**src/logic/baud_sel_pkg.sv**
```systemverilog
/*
 * Constants and types for the serial-port baud-rate selection block.
 * Assumes an 8-bit special-register bus with single-cycle write and read strobes.
 */
`default_nettype none

package baud_sel_pkg;

    // ---------------------------------------------------------------
    // Register addresses
    // ---------------------------------------------------------------
    localparam logic [7:0] OSC_TRIM_HIGH_ADDR  = 8'h84;
    localparam logic [7:0] OSC_TRIM_LOW_ADDR   = 8'h85;
    localparam logic [7:0] TIMER3_CONTROL_ADDR = 8'hc4;
    localparam logic [7:0] TIMED_ACCESS_ADDR   = 8'hc7;

    // ---------------------------------------------------------------
    // Fields and reset values
    // ---------------------------------------------------------------
    localparam int          T3C_PORT1_DOUBLE_BIT = 7;
    localparam int          T3C_SOURCE_SEL_BIT   = 5;
    localparam logic [7:0]  TIMER3_CONTROL_RESET = 8'h00;
    localparam logic [8:0]  OSC_TRIM_RESET       = 9'h100;
    localparam logic [7:0]  TA_KEY_FIRST         = 8'haa;
    localparam logic [7:0]  TA_KEY_SECOND        = 8'h55;

    // ---------------------------------------------------------------
    // Divide ratios (system clock cycles per baud tick; TIMER_DIV_16 counts timer overflows)
    // ---------------------------------------------------------------
    localparam logic [6:0]  MODE0_DIV_SLOW  = 7'd12;
    localparam logic [6:0]  MODE0_DIV_FAST  = 7'd2;
    localparam logic [6:0]  MODE2_DIV_SLOW  = 7'd64;
    localparam logic [6:0]  MODE2_DIV_FAST  = 7'd32;
    localparam logic [4:0]  TIMER_DIV_16    = 5'd16;

    typedef enum logic [1:0] {
        MODE_SHIFT,
        MODE_ASYNC_TIMER8,
        MODE_ASYNC_FIXED,
        MODE_ASYNC_TIMER9
    } uart_mode_type;

    typedef enum logic [1:0] {
        KEY_IDLE,
        KEY_FIRST_SEEN,
        KEY_OPEN
    } key_state_type;

    typedef struct packed {
        logic       wr;
        logic       rd;
        logic [7:0] addr;
        logic [7:0] wdata;
    } sfr_req_type;

    typedef struct packed {
        uart_mode_type mode;
        logic          baud_double;
        logic          multiproc_enable;
    } port_cfg_type;

endpackage

`default_nettype wire

```
**src/logic/uart_baud_rate_select.sv**
```systemverilog
/*
 * Baud-rate clock selection for two serial ports, plus the timed-access
 * protected trim of the internal fast oscillator.
 * Assumes Timer 1 and Timer 3 are built elsewhere and each hand over a
 * one-cycle overflow pulse; the Timer 3 pulse already includes its prescale.
 */
`timescale 1ns/1ps
`default_nettype none

// Summary of operation
// - Port 0 in mode 1 or 3 counts Timer 1 overflows when the source select is 0, Timer 3 when 1.
// - Port 1 in mode 1 or 3 always counts Timer 3 overflows.
// - Mode 0 ticks at clock/12, or clock/2 when the port's multiprocessor enable is set.
// - Mode 2 ticks at clock/64, or clock/32 when that port's doubling bit is set.
// - On Timer 1 the port-0 rate is overflows divided by 16, or by 32 without doubling.
// - On Timer 3 the port-0 rate is Timer 3 overflows divided by 16 or 32 by doubling.
// - Port 1 rate is Timer 3 overflows divided by 16.
// - The trim is nine bits: bits 8..1 in the high register, bit 0 in the low register.
// - Each trim step moves the oscillator by about a quarter percent, about 40 kHz.
// - Trim resets to the nominal 16 MHz value and any accepted write retunes the oscillator.
module uart_baud_rate_select
    import baud_sel_pkg::*;
#(
    parameter logic [8:0] TRIM_FACTORY = OSC_TRIM_RESET
) (
    input  wire logic         clk,
    input  wire logic         sys_rst,
    input  wire sfr_req_type  sfr_req,
    input  wire port_cfg_type port0_cfg,
    input  wire port_cfg_type port1_cfg,
    input  wire logic         timer1_clock_div_sel,
    input  wire logic         timer1_overflow,
    input  wire logic         timer3_overflow,
    output var  logic [7:0]   sfr_rdata,
    output var  logic         port0_baud_tick,
    output var  logic         port1_baud_tick,
    output var  logic [8:0]   osc_trim_value
);

    // ---------------------------------------------------------------
    // Timed-access key
    // ---------------------------------------------------------------
    key_state_type key_q;
    logic          ta_wr;
    logic          trim_wr_ok;

    assign ta_wr      = sfr_req.wr && sfr_req.addr == TIMED_ACCESS_ADDR;
    assign trim_wr_ok = key_q == KEY_OPEN;

    // Window stays open for exactly the next bus write, whatever its target
    key_state_type key_d;

    always_comb begin
        key_d = key_q;
        if (sfr_req.wr) begin
            unique case (key_q)
                KEY_IDLE: begin
                    key_d = (ta_wr && sfr_req.wdata == TA_KEY_FIRST)
                            ? KEY_FIRST_SEEN : KEY_IDLE;
                end
                KEY_FIRST_SEEN: begin
                    key_d = (ta_wr && sfr_req.wdata == TA_KEY_SECOND)
                            ? KEY_OPEN : KEY_IDLE;
                end
                KEY_OPEN: begin
                    key_d = KEY_IDLE;
                end
                default: begin
                    key_d = KEY_IDLE;
                end
            endcase
        end
    end

    always_ff @(posedge clk or posedge sys_rst) begin
        if (sys_rst) begin
            key_q <= KEY_IDLE;
        end else begin
            key_q <= key_d;
        end
    end

    // ---------------------------------------------------------------
    // Registers
    // ---------------------------------------------------------------
    logic [7:0] timer3_control_q;
    logic [8:0] trim_q;
    logic       trim_loaded_q;
    logic       port0_baud_source_sel;
    logic       port1_baud_double;

    assign port0_baud_source_sel = timer3_control_q[T3C_SOURCE_SEL_BIT];
    assign port1_baud_double     = timer3_control_q[T3C_PORT1_DOUBLE_BIT];

    logic [7:0] timer3_control_d;

    always_comb begin
        timer3_control_d = timer3_control_q;
        if (sfr_req.wr && sfr_req.addr == TIMER3_CONTROL_ADDR) begin
            timer3_control_d = sfr_req.wdata;
        end
    end

    always_ff @(posedge clk or posedge sys_rst) begin
        if (sys_rst) begin
            timer3_control_q <= TIMER3_CONTROL_RESET;
        end else begin
            timer3_control_q <= timer3_control_d;
        end
    end

    // Factory value is a parameter, so it is caught just after reset release
    logic [8:0] trim_d;

    always_comb begin
        trim_d = trim_q;
        if (!trim_loaded_q) begin
            trim_d = TRIM_FACTORY;
        end else if (sfr_req.wr && trim_wr_ok) begin
            if (sfr_req.addr == OSC_TRIM_HIGH_ADDR) begin
                trim_d[8:1] = sfr_req.wdata;
            end else if (sfr_req.addr == OSC_TRIM_LOW_ADDR) begin
                trim_d[0] = sfr_req.wdata[0];
            end
        end
    end

    always_ff @(posedge clk or posedge sys_rst) begin
        if (sys_rst) begin
            trim_q        <= OSC_TRIM_RESET;
            trim_loaded_q <= 1'b0;
        end else begin
            trim_q        <= trim_d;
            trim_loaded_q <= 1'b1;
        end
    end

    // Oscillator control word; each code step is one quarter-percent step
    always_ff @(posedge clk or posedge sys_rst) begin
        if (sys_rst) begin
            osc_trim_value <= OSC_TRIM_RESET;
        end else begin
            osc_trim_value <= trim_q;
        end
    end

    // ---------------------------------------------------------------
    // Read data
    // ---------------------------------------------------------------
    // Held between reads so a slow bus master may pick it up late
    logic [7:0] rdata_d;

    always_comb begin
        rdata_d = sfr_rdata;
        if (sfr_req.rd) begin
            unique case (sfr_req.addr)
                OSC_TRIM_HIGH_ADDR:  rdata_d = trim_q[8:1];
                OSC_TRIM_LOW_ADDR:   rdata_d = {7'h00, trim_q[0]};
                TIMER3_CONTROL_ADDR: rdata_d = timer3_control_q;
                default:             rdata_d = 8'h00;
            endcase
        end
    end

    always_ff @(posedge clk or posedge sys_rst) begin
        if (sys_rst) begin
            sfr_rdata <= 8'h00;
        end else begin
            sfr_rdata <= rdata_d;
        end
    end

    // ---------------------------------------------------------------
    // Fixed-rate prescaler, shared by mode 0 and mode 2
    // ---------------------------------------------------------------
    // One free-running counter per port; the ratio is picked from mode and bits
    function automatic logic [6:0] fixed_div(input port_cfg_type c);
        logic [6:0] d;
        d = MODE2_DIV_SLOW;
        if (c.mode == MODE_SHIFT) begin
            d = c.multiproc_enable ? MODE0_DIV_FAST : MODE0_DIV_SLOW;
        end else begin
            d = c.baud_double ? MODE2_DIV_FAST : MODE2_DIV_SLOW;
        end
        return d;
    endfunction

    logic [6:0] fix0_q;
    logic [6:0] fix1_q;
    logic       fix0_hit;
    logic       fix1_hit;
    logic [6:0] div0;
    logic [6:0] div1;
    port_cfg_type cfg1_eff;

    // Port 1's doubling bit lives in the Timer 3 control register
    always_comb begin
        cfg1_eff             = port1_cfg;
        cfg1_eff.baud_double = port1_baud_double;
    end

    assign div0     = fixed_div(port0_cfg);
    assign div1     = fixed_div(cfg1_eff);
    assign fix0_hit = fix0_q >= div0 - 7'd1;
    assign fix1_hit = fix1_q >= div1 - 7'd1;

    always_ff @(posedge clk or posedge sys_rst) begin
        if (sys_rst) begin
            fix0_q <= 7'd0;
        end else begin
            fix0_q <= fix0_hit ? 7'd0 : fix0_q + 7'd1;
        end
    end

    always_ff @(posedge clk or posedge sys_rst) begin
        if (sys_rst) begin
            fix1_q <= 7'd0;
        end else begin
            fix1_q <= fix1_hit ? 7'd0 : fix1_q + 7'd1;
        end
    end

    // ---------------------------------------------------------------
    // Timer-driven divide: port 0 16 with doubling, 32 without; port 1 always 16
    // ---------------------------------------------------------------
    // The Timer 1 overflow period already holds the 12 or 1 clock factor,
    // so the clock-divide select only matters to the timer itself.
    logic       t0_src_pulse;
    logic [4:0] tdiv0_q;
    logic [3:0] tdiv1_q;
    logic       tdiv0_hit;
    logic       tdiv1_hit;
    logic       unused_t1m;

    assign unused_t1m   = timer1_clock_div_sel;
    assign t0_src_pulse = port0_baud_source_sel ? timer3_overflow
                                                : timer1_overflow;
    assign tdiv0_hit    = t0_src_pulse &&
                          (port0_cfg.baud_double ? tdiv0_q[3:0] == 4'hf
                                                 : tdiv0_q == 5'h1f);
    assign tdiv1_hit    = timer3_overflow && tdiv1_q == 4'hf;

    logic [4:0] tdiv0_d;
    logic [3:0] tdiv1_d;

    // Counters move only on a source pulse, so a quiet timer freezes the phase
    always_comb begin
        tdiv0_d = tdiv0_q;
        tdiv1_d = tdiv1_q;
        if (t0_src_pulse) begin
            tdiv0_d = tdiv0_hit ? 5'd0 : tdiv0_q + 5'd1;
        end
        if (timer3_overflow) begin
            tdiv1_d = tdiv1_q + 4'd1;
        end
    end

    always_ff @(posedge clk or posedge sys_rst) begin
        if (sys_rst) begin
            tdiv0_q <= 5'd0;
        end else begin
            tdiv0_q <= tdiv0_d;
        end
    end

    always_ff @(posedge clk or posedge sys_rst) begin
        if (sys_rst) begin
            tdiv1_q <= 4'd0;
        end else begin
            tdiv1_q <= tdiv1_d;
        end
    end

    // ---------------------------------------------------------------
    // Tick outputs
    // ---------------------------------------------------------------
    always_ff @(posedge clk or posedge sys_rst) begin
        if (sys_rst) begin
            port0_baud_tick <= 1'b0;
        end else begin
            unique case (port0_cfg.mode)
                MODE_SHIFT, MODE_ASYNC_FIXED: port0_baud_tick <= fix0_hit;
                default:                      port0_baud_tick <= tdiv0_hit;
            endcase
        end
    end

    always_ff @(posedge clk or posedge sys_rst) begin
        if (sys_rst) begin
            port1_baud_tick <= 1'b0;
        end else begin
            unique case (port1_cfg.mode)
                MODE_SHIFT, MODE_ASYNC_FIXED: port1_baud_tick <= fix1_hit;
                default:                      port1_baud_tick <= tdiv1_hit;
            endcase
        end
    end

endmodule

`default_nettype wire

```
**config.mk**
```make
export PLATFORM = sky130hd
export DESIGN_NAME = uart_baud_rate_select
export DESIGN_NICKNAME = d
export VERILOG_FILES = /design/src/logic/baud_sel_pkg.sv /design/src/logic/uart_baud_rate_select.sv
export SDC_FILE = /design/constraint.sdc
export NUM_CORES = 1
export LEC_CHECK = 0
export ABC_CLOCK_PERIOD_IN_PS = 2100
export BUFFER_PORTS_ARGS = -buffer_cell sky130_fd_sc_hd__buf_2
export CAP_MARGIN = 20
export CORE_MARGIN = 2
export CORE_UTILIZATION = 50
export CTS_CLUSTER_DIAMETER = 200
export DETAILED_ROUTE_END_ITERATION = 16
export PLACE_DENSITY = 0.83
export SETUP_SLACK_MARGIN = 0.4
export SLEW_MARGIN = 20
export SYNTH_ARGS = -nofsm -noshare
export SYNTH_HDL_FRONTEND = slang
export SYNTH_SLANG_ARGS = --single-unit
export TNS_END_PERCENT = 1
```
**constraint.sdc**
```tcl
create_clock -name clk -period 2.1 [get_ports clk]
set_clock_uncertainty 0.2 [all_clocks]
set_input_delay 0.42 -clock clk [delete_from_list [all_inputs] [get_ports clk]]
set_output_delay 0.42 -clock clk [all_outputs]
set_load 0.05 [all_outputs]
```
==> results.sh <==
export IMPL_status="finished with violations"
export IMPL_failed_checks="negative setup slack"
export IMPL_synth_compound_area_share_pct=9.125
export IMPL_end_kind="register"
export IMPL_power_frac_seq_pct=44.0
export IMPL_grt_antenna_before_repair=0
export IMPL_start_util_pct=51.25
export IMPL_multi_input_area_sq_um=1540
export IMPL_dp_cells=404
export IMPL_synthAdderAreaFrac_pct=7.466
export IMPL_muxShareOfSynthArea_pct=8.129
export IMPL_syn_to_final_growth_pct=27.00
export IMPL_hp_start="sfr_req[6]"
export IMPL_yosys_most_used_dff="dfrtp_1"
export IMPL_cts_buffers_inserted=9
export IMPL_diodes=0
export IMPL_drt_total_wl_um=6585
export IMPL_cpPeakStageDelay_ns=0.39
export IMPL_synthSimpleGateAreaFrac_pct=17.13
export IMPL_overflow=0
export IMPL_synth_area_top_cells="dfrtp_1 (50%), ha_1 (7.5%), mux2_2 (6.0%)"
export IMPL_drv_slew=0
export IMPL_async_flop_share_pct=100.0
export IMPL_final_nets=390
export IMPL_power_density_nw_per_um2=984.3
export IMPL_critPathMaxFanout=7
export IMPL_viasPerCell=5.477
export IMPL_power_share_combinational_pct=25.1
export IMPL_cap_viol_max_count=0
export IMPL_required_ns=2.18
export IMPL_rsz0062_at_grt="yes"
export IMPL_root_buffer="clkbuf_8"
export IMPL_finalHoldViolations=0
export IMPL_hold_end="key_q[0]"
export IMPL_num_vias=2306
export IMPL_grt_pass1_wl_um=10450
export IMPL_switching_share_pct=32.42
export IMPL_ys_ff_latch=62
export IMPL_hold_class="primary input to register"
export IMPL_syn_inst=276
export IMPL_clk_pin_slew_worst_paths_ns=0.07
export IMPL_coreArea_sq_um=5886
export IMPL_num_rows=28
export IMPL_fin_cells=421
export IMPL_clockBufferDepth=2
export IMPL_yosysSeqAreaShare_pct=51.51
export IMPL_io_buffer_count=47
export IMPL_yosys_warnings=0
export IMPL_setup_ws_ns=-0.1092
export IMPL_cts_sinks=62
export IMPL_synth_top_family_by_area="simple AND/OR/NAND/NOR gates"
export IMPL_gp_congestion=0.8120
export IMPL_n_fill_cell=454
export IMPL_reg2reg_depth=8
export IMPL_ios=50
export IMPL_drtAntennaViolNets=0
export IMPL_crit_path_cell_trace="buf_6 -> or3_4 -> ha_4 -> inv_4 -> xnor2_2 -> ha_1 -> nand4_1 -> a21oi_2 -> or3_4 -> buf_6 -> a21oi_2"
export IMPL_power_internal_w=0.002548
export IMPL_syn_area_sq_um=3017
export IMPL_synth_edf_count=0
export IMPL_worstSkewPairLatency_ns=0.35
export IMPL_crit_path_start_kind="primary input"
export IMPL_preCtsSetupSlack_ns=-0.5302
export IMPL_post_cts_buffers=0
export IMPL_grt_max_degree=31
export IMPL_timing_rr_start="timer3_control_q[7]"
export IMPL_hold_path_depth=2
export IMPL_dieArea_sq_um=6671
export IMPL_cp_arrival_ns=2.29
export IMPL_period_share_pct=105.2
export IMPL_synth_top_cell_area_share_pct=49.77
export IMPL_path_class="primary input to register"
export IMPL_drive_above_1_share_pct=38.15
export IMPL_htree_levels=3
export IMPL_drc=0
export IMPL_chipHeight_um=81.68
export IMPL_hpwl_um=4610
export IMPL_setup_viol=8
export IMPL_drt_pass1_iterations=6
export IMPL_regToRegEndpoint="fix1_q[6]"
export IMPL_clock_power_share_pct=30.9
export IMPL_ff_latch_area_sq_um=1555
export IMPL_synth_avg_cell_area_sq_um=10.93
export IMPL_p_sw_w=0.001223
export IMPL_drt_iter0_drc=105
export IMPL_r2r_slack_ns=0.02
export IMPL_grt_pass1_vias=2331
export IMPL_die_x_um=81.68
export IMPL_wl_per_cell_um=15.64
export IMPL_cpMaxStageDelayCell="or3_4"
export IMPL_p_leak_nw=1.805
export IMPL_peakVddDrop_mv=0.4818
export IMPL_fin_crit_ns=2.209
export IMPL_cts_tree="done"
export IMPL_ys_types=44
export IMPL_yosysTopAreaCell="dfrtp_1"
export IMPL_p_total_w=0.003771
export IMPL_synth_xor_area_share_pct=3.484
export IMPL_grt_total_usage_pct=20.92
export IMPL_fmax_ghz=0.4526
==> stage by stage <==
step / setup TNS, ns / hold WS (ns) / util, % / instance area (sq um)
final: -0.7628 / 0.1201 / 65.09 / 3831
after CTS: -0.6426 / 0.1155 / 63.35 / 3729
after global routing: -1.130 / 0.1125 / 65.09 / 3831
after detailed placement: -4.241 / 0.1680 / 57.99 / 3413
after floorplan: -5.736 / 0.1591 / - / 3034
after global placement: -3.541 / 0.1702 / 57.99 / 3413
==> state kept, by name (all words and copies together), names as in the netlist <==
register	flops
trim_loaded_q	1
port0_baud_tick	1
timer3_control_q	8
fix0_q	7
tdiv1_q	4
port1_baud_tick	1
osc_trim_value	9
fix1_q	7
trim_q	9
sfr_rdata	8
tdiv0_q	5
key_q	2
==> layer usage <==
layer	wire [um]	part of all wire [%]	track usage, %
met2	3420	52	34.26
met5	0	0	0
met4	133	2.0	11.17
met1	2846	43	25.07
met3	184	2.8	5.824
==> worst max-delay path: cells and delay by family <==
family | cells | cell delay [ns]
AO/OA/AOI/OAI | 2 | 0.14
adder cells (fa/ha/maj) | 2 | 0.50
AND/OR/NAND/NOR | 3 | 0.87
buffers and inverters | 3 | 0.31
XOR/XNOR | 1 | 0.05
==> final cells by class <==
class                   count  area share, %
multi-input cells         194          40.20
repair buffers             59          9.438
clock inverters             7          2.547
clock buffers               9          3.233
flip-flops and latches     62          40.59
well taps                  75          2.449
inverters                  15          1.535
==> cell usage after synthesis, types with 2 or more instances <==
library cell,number
o21ai_2,5
dfrtp_1,60
ha_1,18
xor2_1,5
and2_1,3
nand4b_1,2
o21a_1,2
clkbuf_1,4
mux2i_1,5
dfstp_2,2
or3_1,4
nand3_1,21
a21oi_1,8
inv_1,15
o21ai_0,11
o22ai_1,8
and4bb_2,2
o21ai_1,3
nor2_1,19
nor4bb_1,2
nand4_1,4
nand2_1,29
xnor2_1,7
a21o_1,2
mux2_2,16
==> what timing repair did <==
action,CTS,global route
gates cloned,0,0
resized for setup,20,20
hold buffers,1,0
endpoints found under the setup margin,22,21
pin swaps,12,18
endpoints found under the hold margin,18,0
==> power groups by stage <==
stage / sequential, W / clock [W] / combinational, W
2_1_floorplan: 0.00161 / 0 / 0.000581
3_3_place_gp: 0.00163 / 0 / 0.000725
3_5_place_dp: 0.00165 / 0 / 0.000779
4_1_cts: 0.00164 / 0.00118 / 0.000847
5_1_grt: 0.00169 / 0.00124 / 0.00107
6_report: 0.00166 / 0.00116 / 0.000947
==> layout by cell type, fill, tap and decap left out, types with 3 or more instances in the layout <==
| master | instances |
|---|---|
| o21ai_1 | 4 |
| ha_1 | 13 |
| nand4_1 | 4 |
| buf_2 | 43 |
| a21oi_2 | 3 |
| o22ai_1 | 8 |
| ha_4 | 5 |
| clkbuf_8 | 9 |
| o21ai_0 | 8 |
| buf_6 | 3 |
| nand3_2 | 4 |
| inv_1 | 13 |
| nand2_1 | 27 |
| and2_1 | 3 |
| conb_1 | 3 |
| buf_4 | 11 |
| dfrtp_1 | 59 |
| nor2_1 | 17 |
| xnor2_1 | 6 |
| a21oi_1 | 4 |
| nand3_1 | 18 |
| o21ai_2 | 6 |
| xor2_1 | 5 |
| mux2i_1 | 4 |
| mux2_2 | 16 |
==> cell families after synthesis <==
family / Yosys count
xor+xnor: 12
other cells: 1
simple gates: 95
buf+inv: 22
compound gates: 44
flops: 62
mux: 22
fa+ha+maj: 18
==> worst max path at each step <==
stage / startpoint / to / slack, ns / depth (start not counted)
floorplan: port1_cfg[0] / port1_baud_tick / -0.39 / 8
global placement: port1_cfg[0] / fix1_q[6] / -0.46 / 11
detailed placement: port1_cfg[0] / fix1_q[6] / -0.53 / 11
CTS: port1_cfg[0] / fix1_q[6] / -0.09 / 11
global route: port1_cfg[3] / fix1_q[6] / -0.15 / 11
finish: port1_cfg[3] / fix1_q[6] / -0.11 / 11
Note: power is estimated with default switching activity, not from simulation.
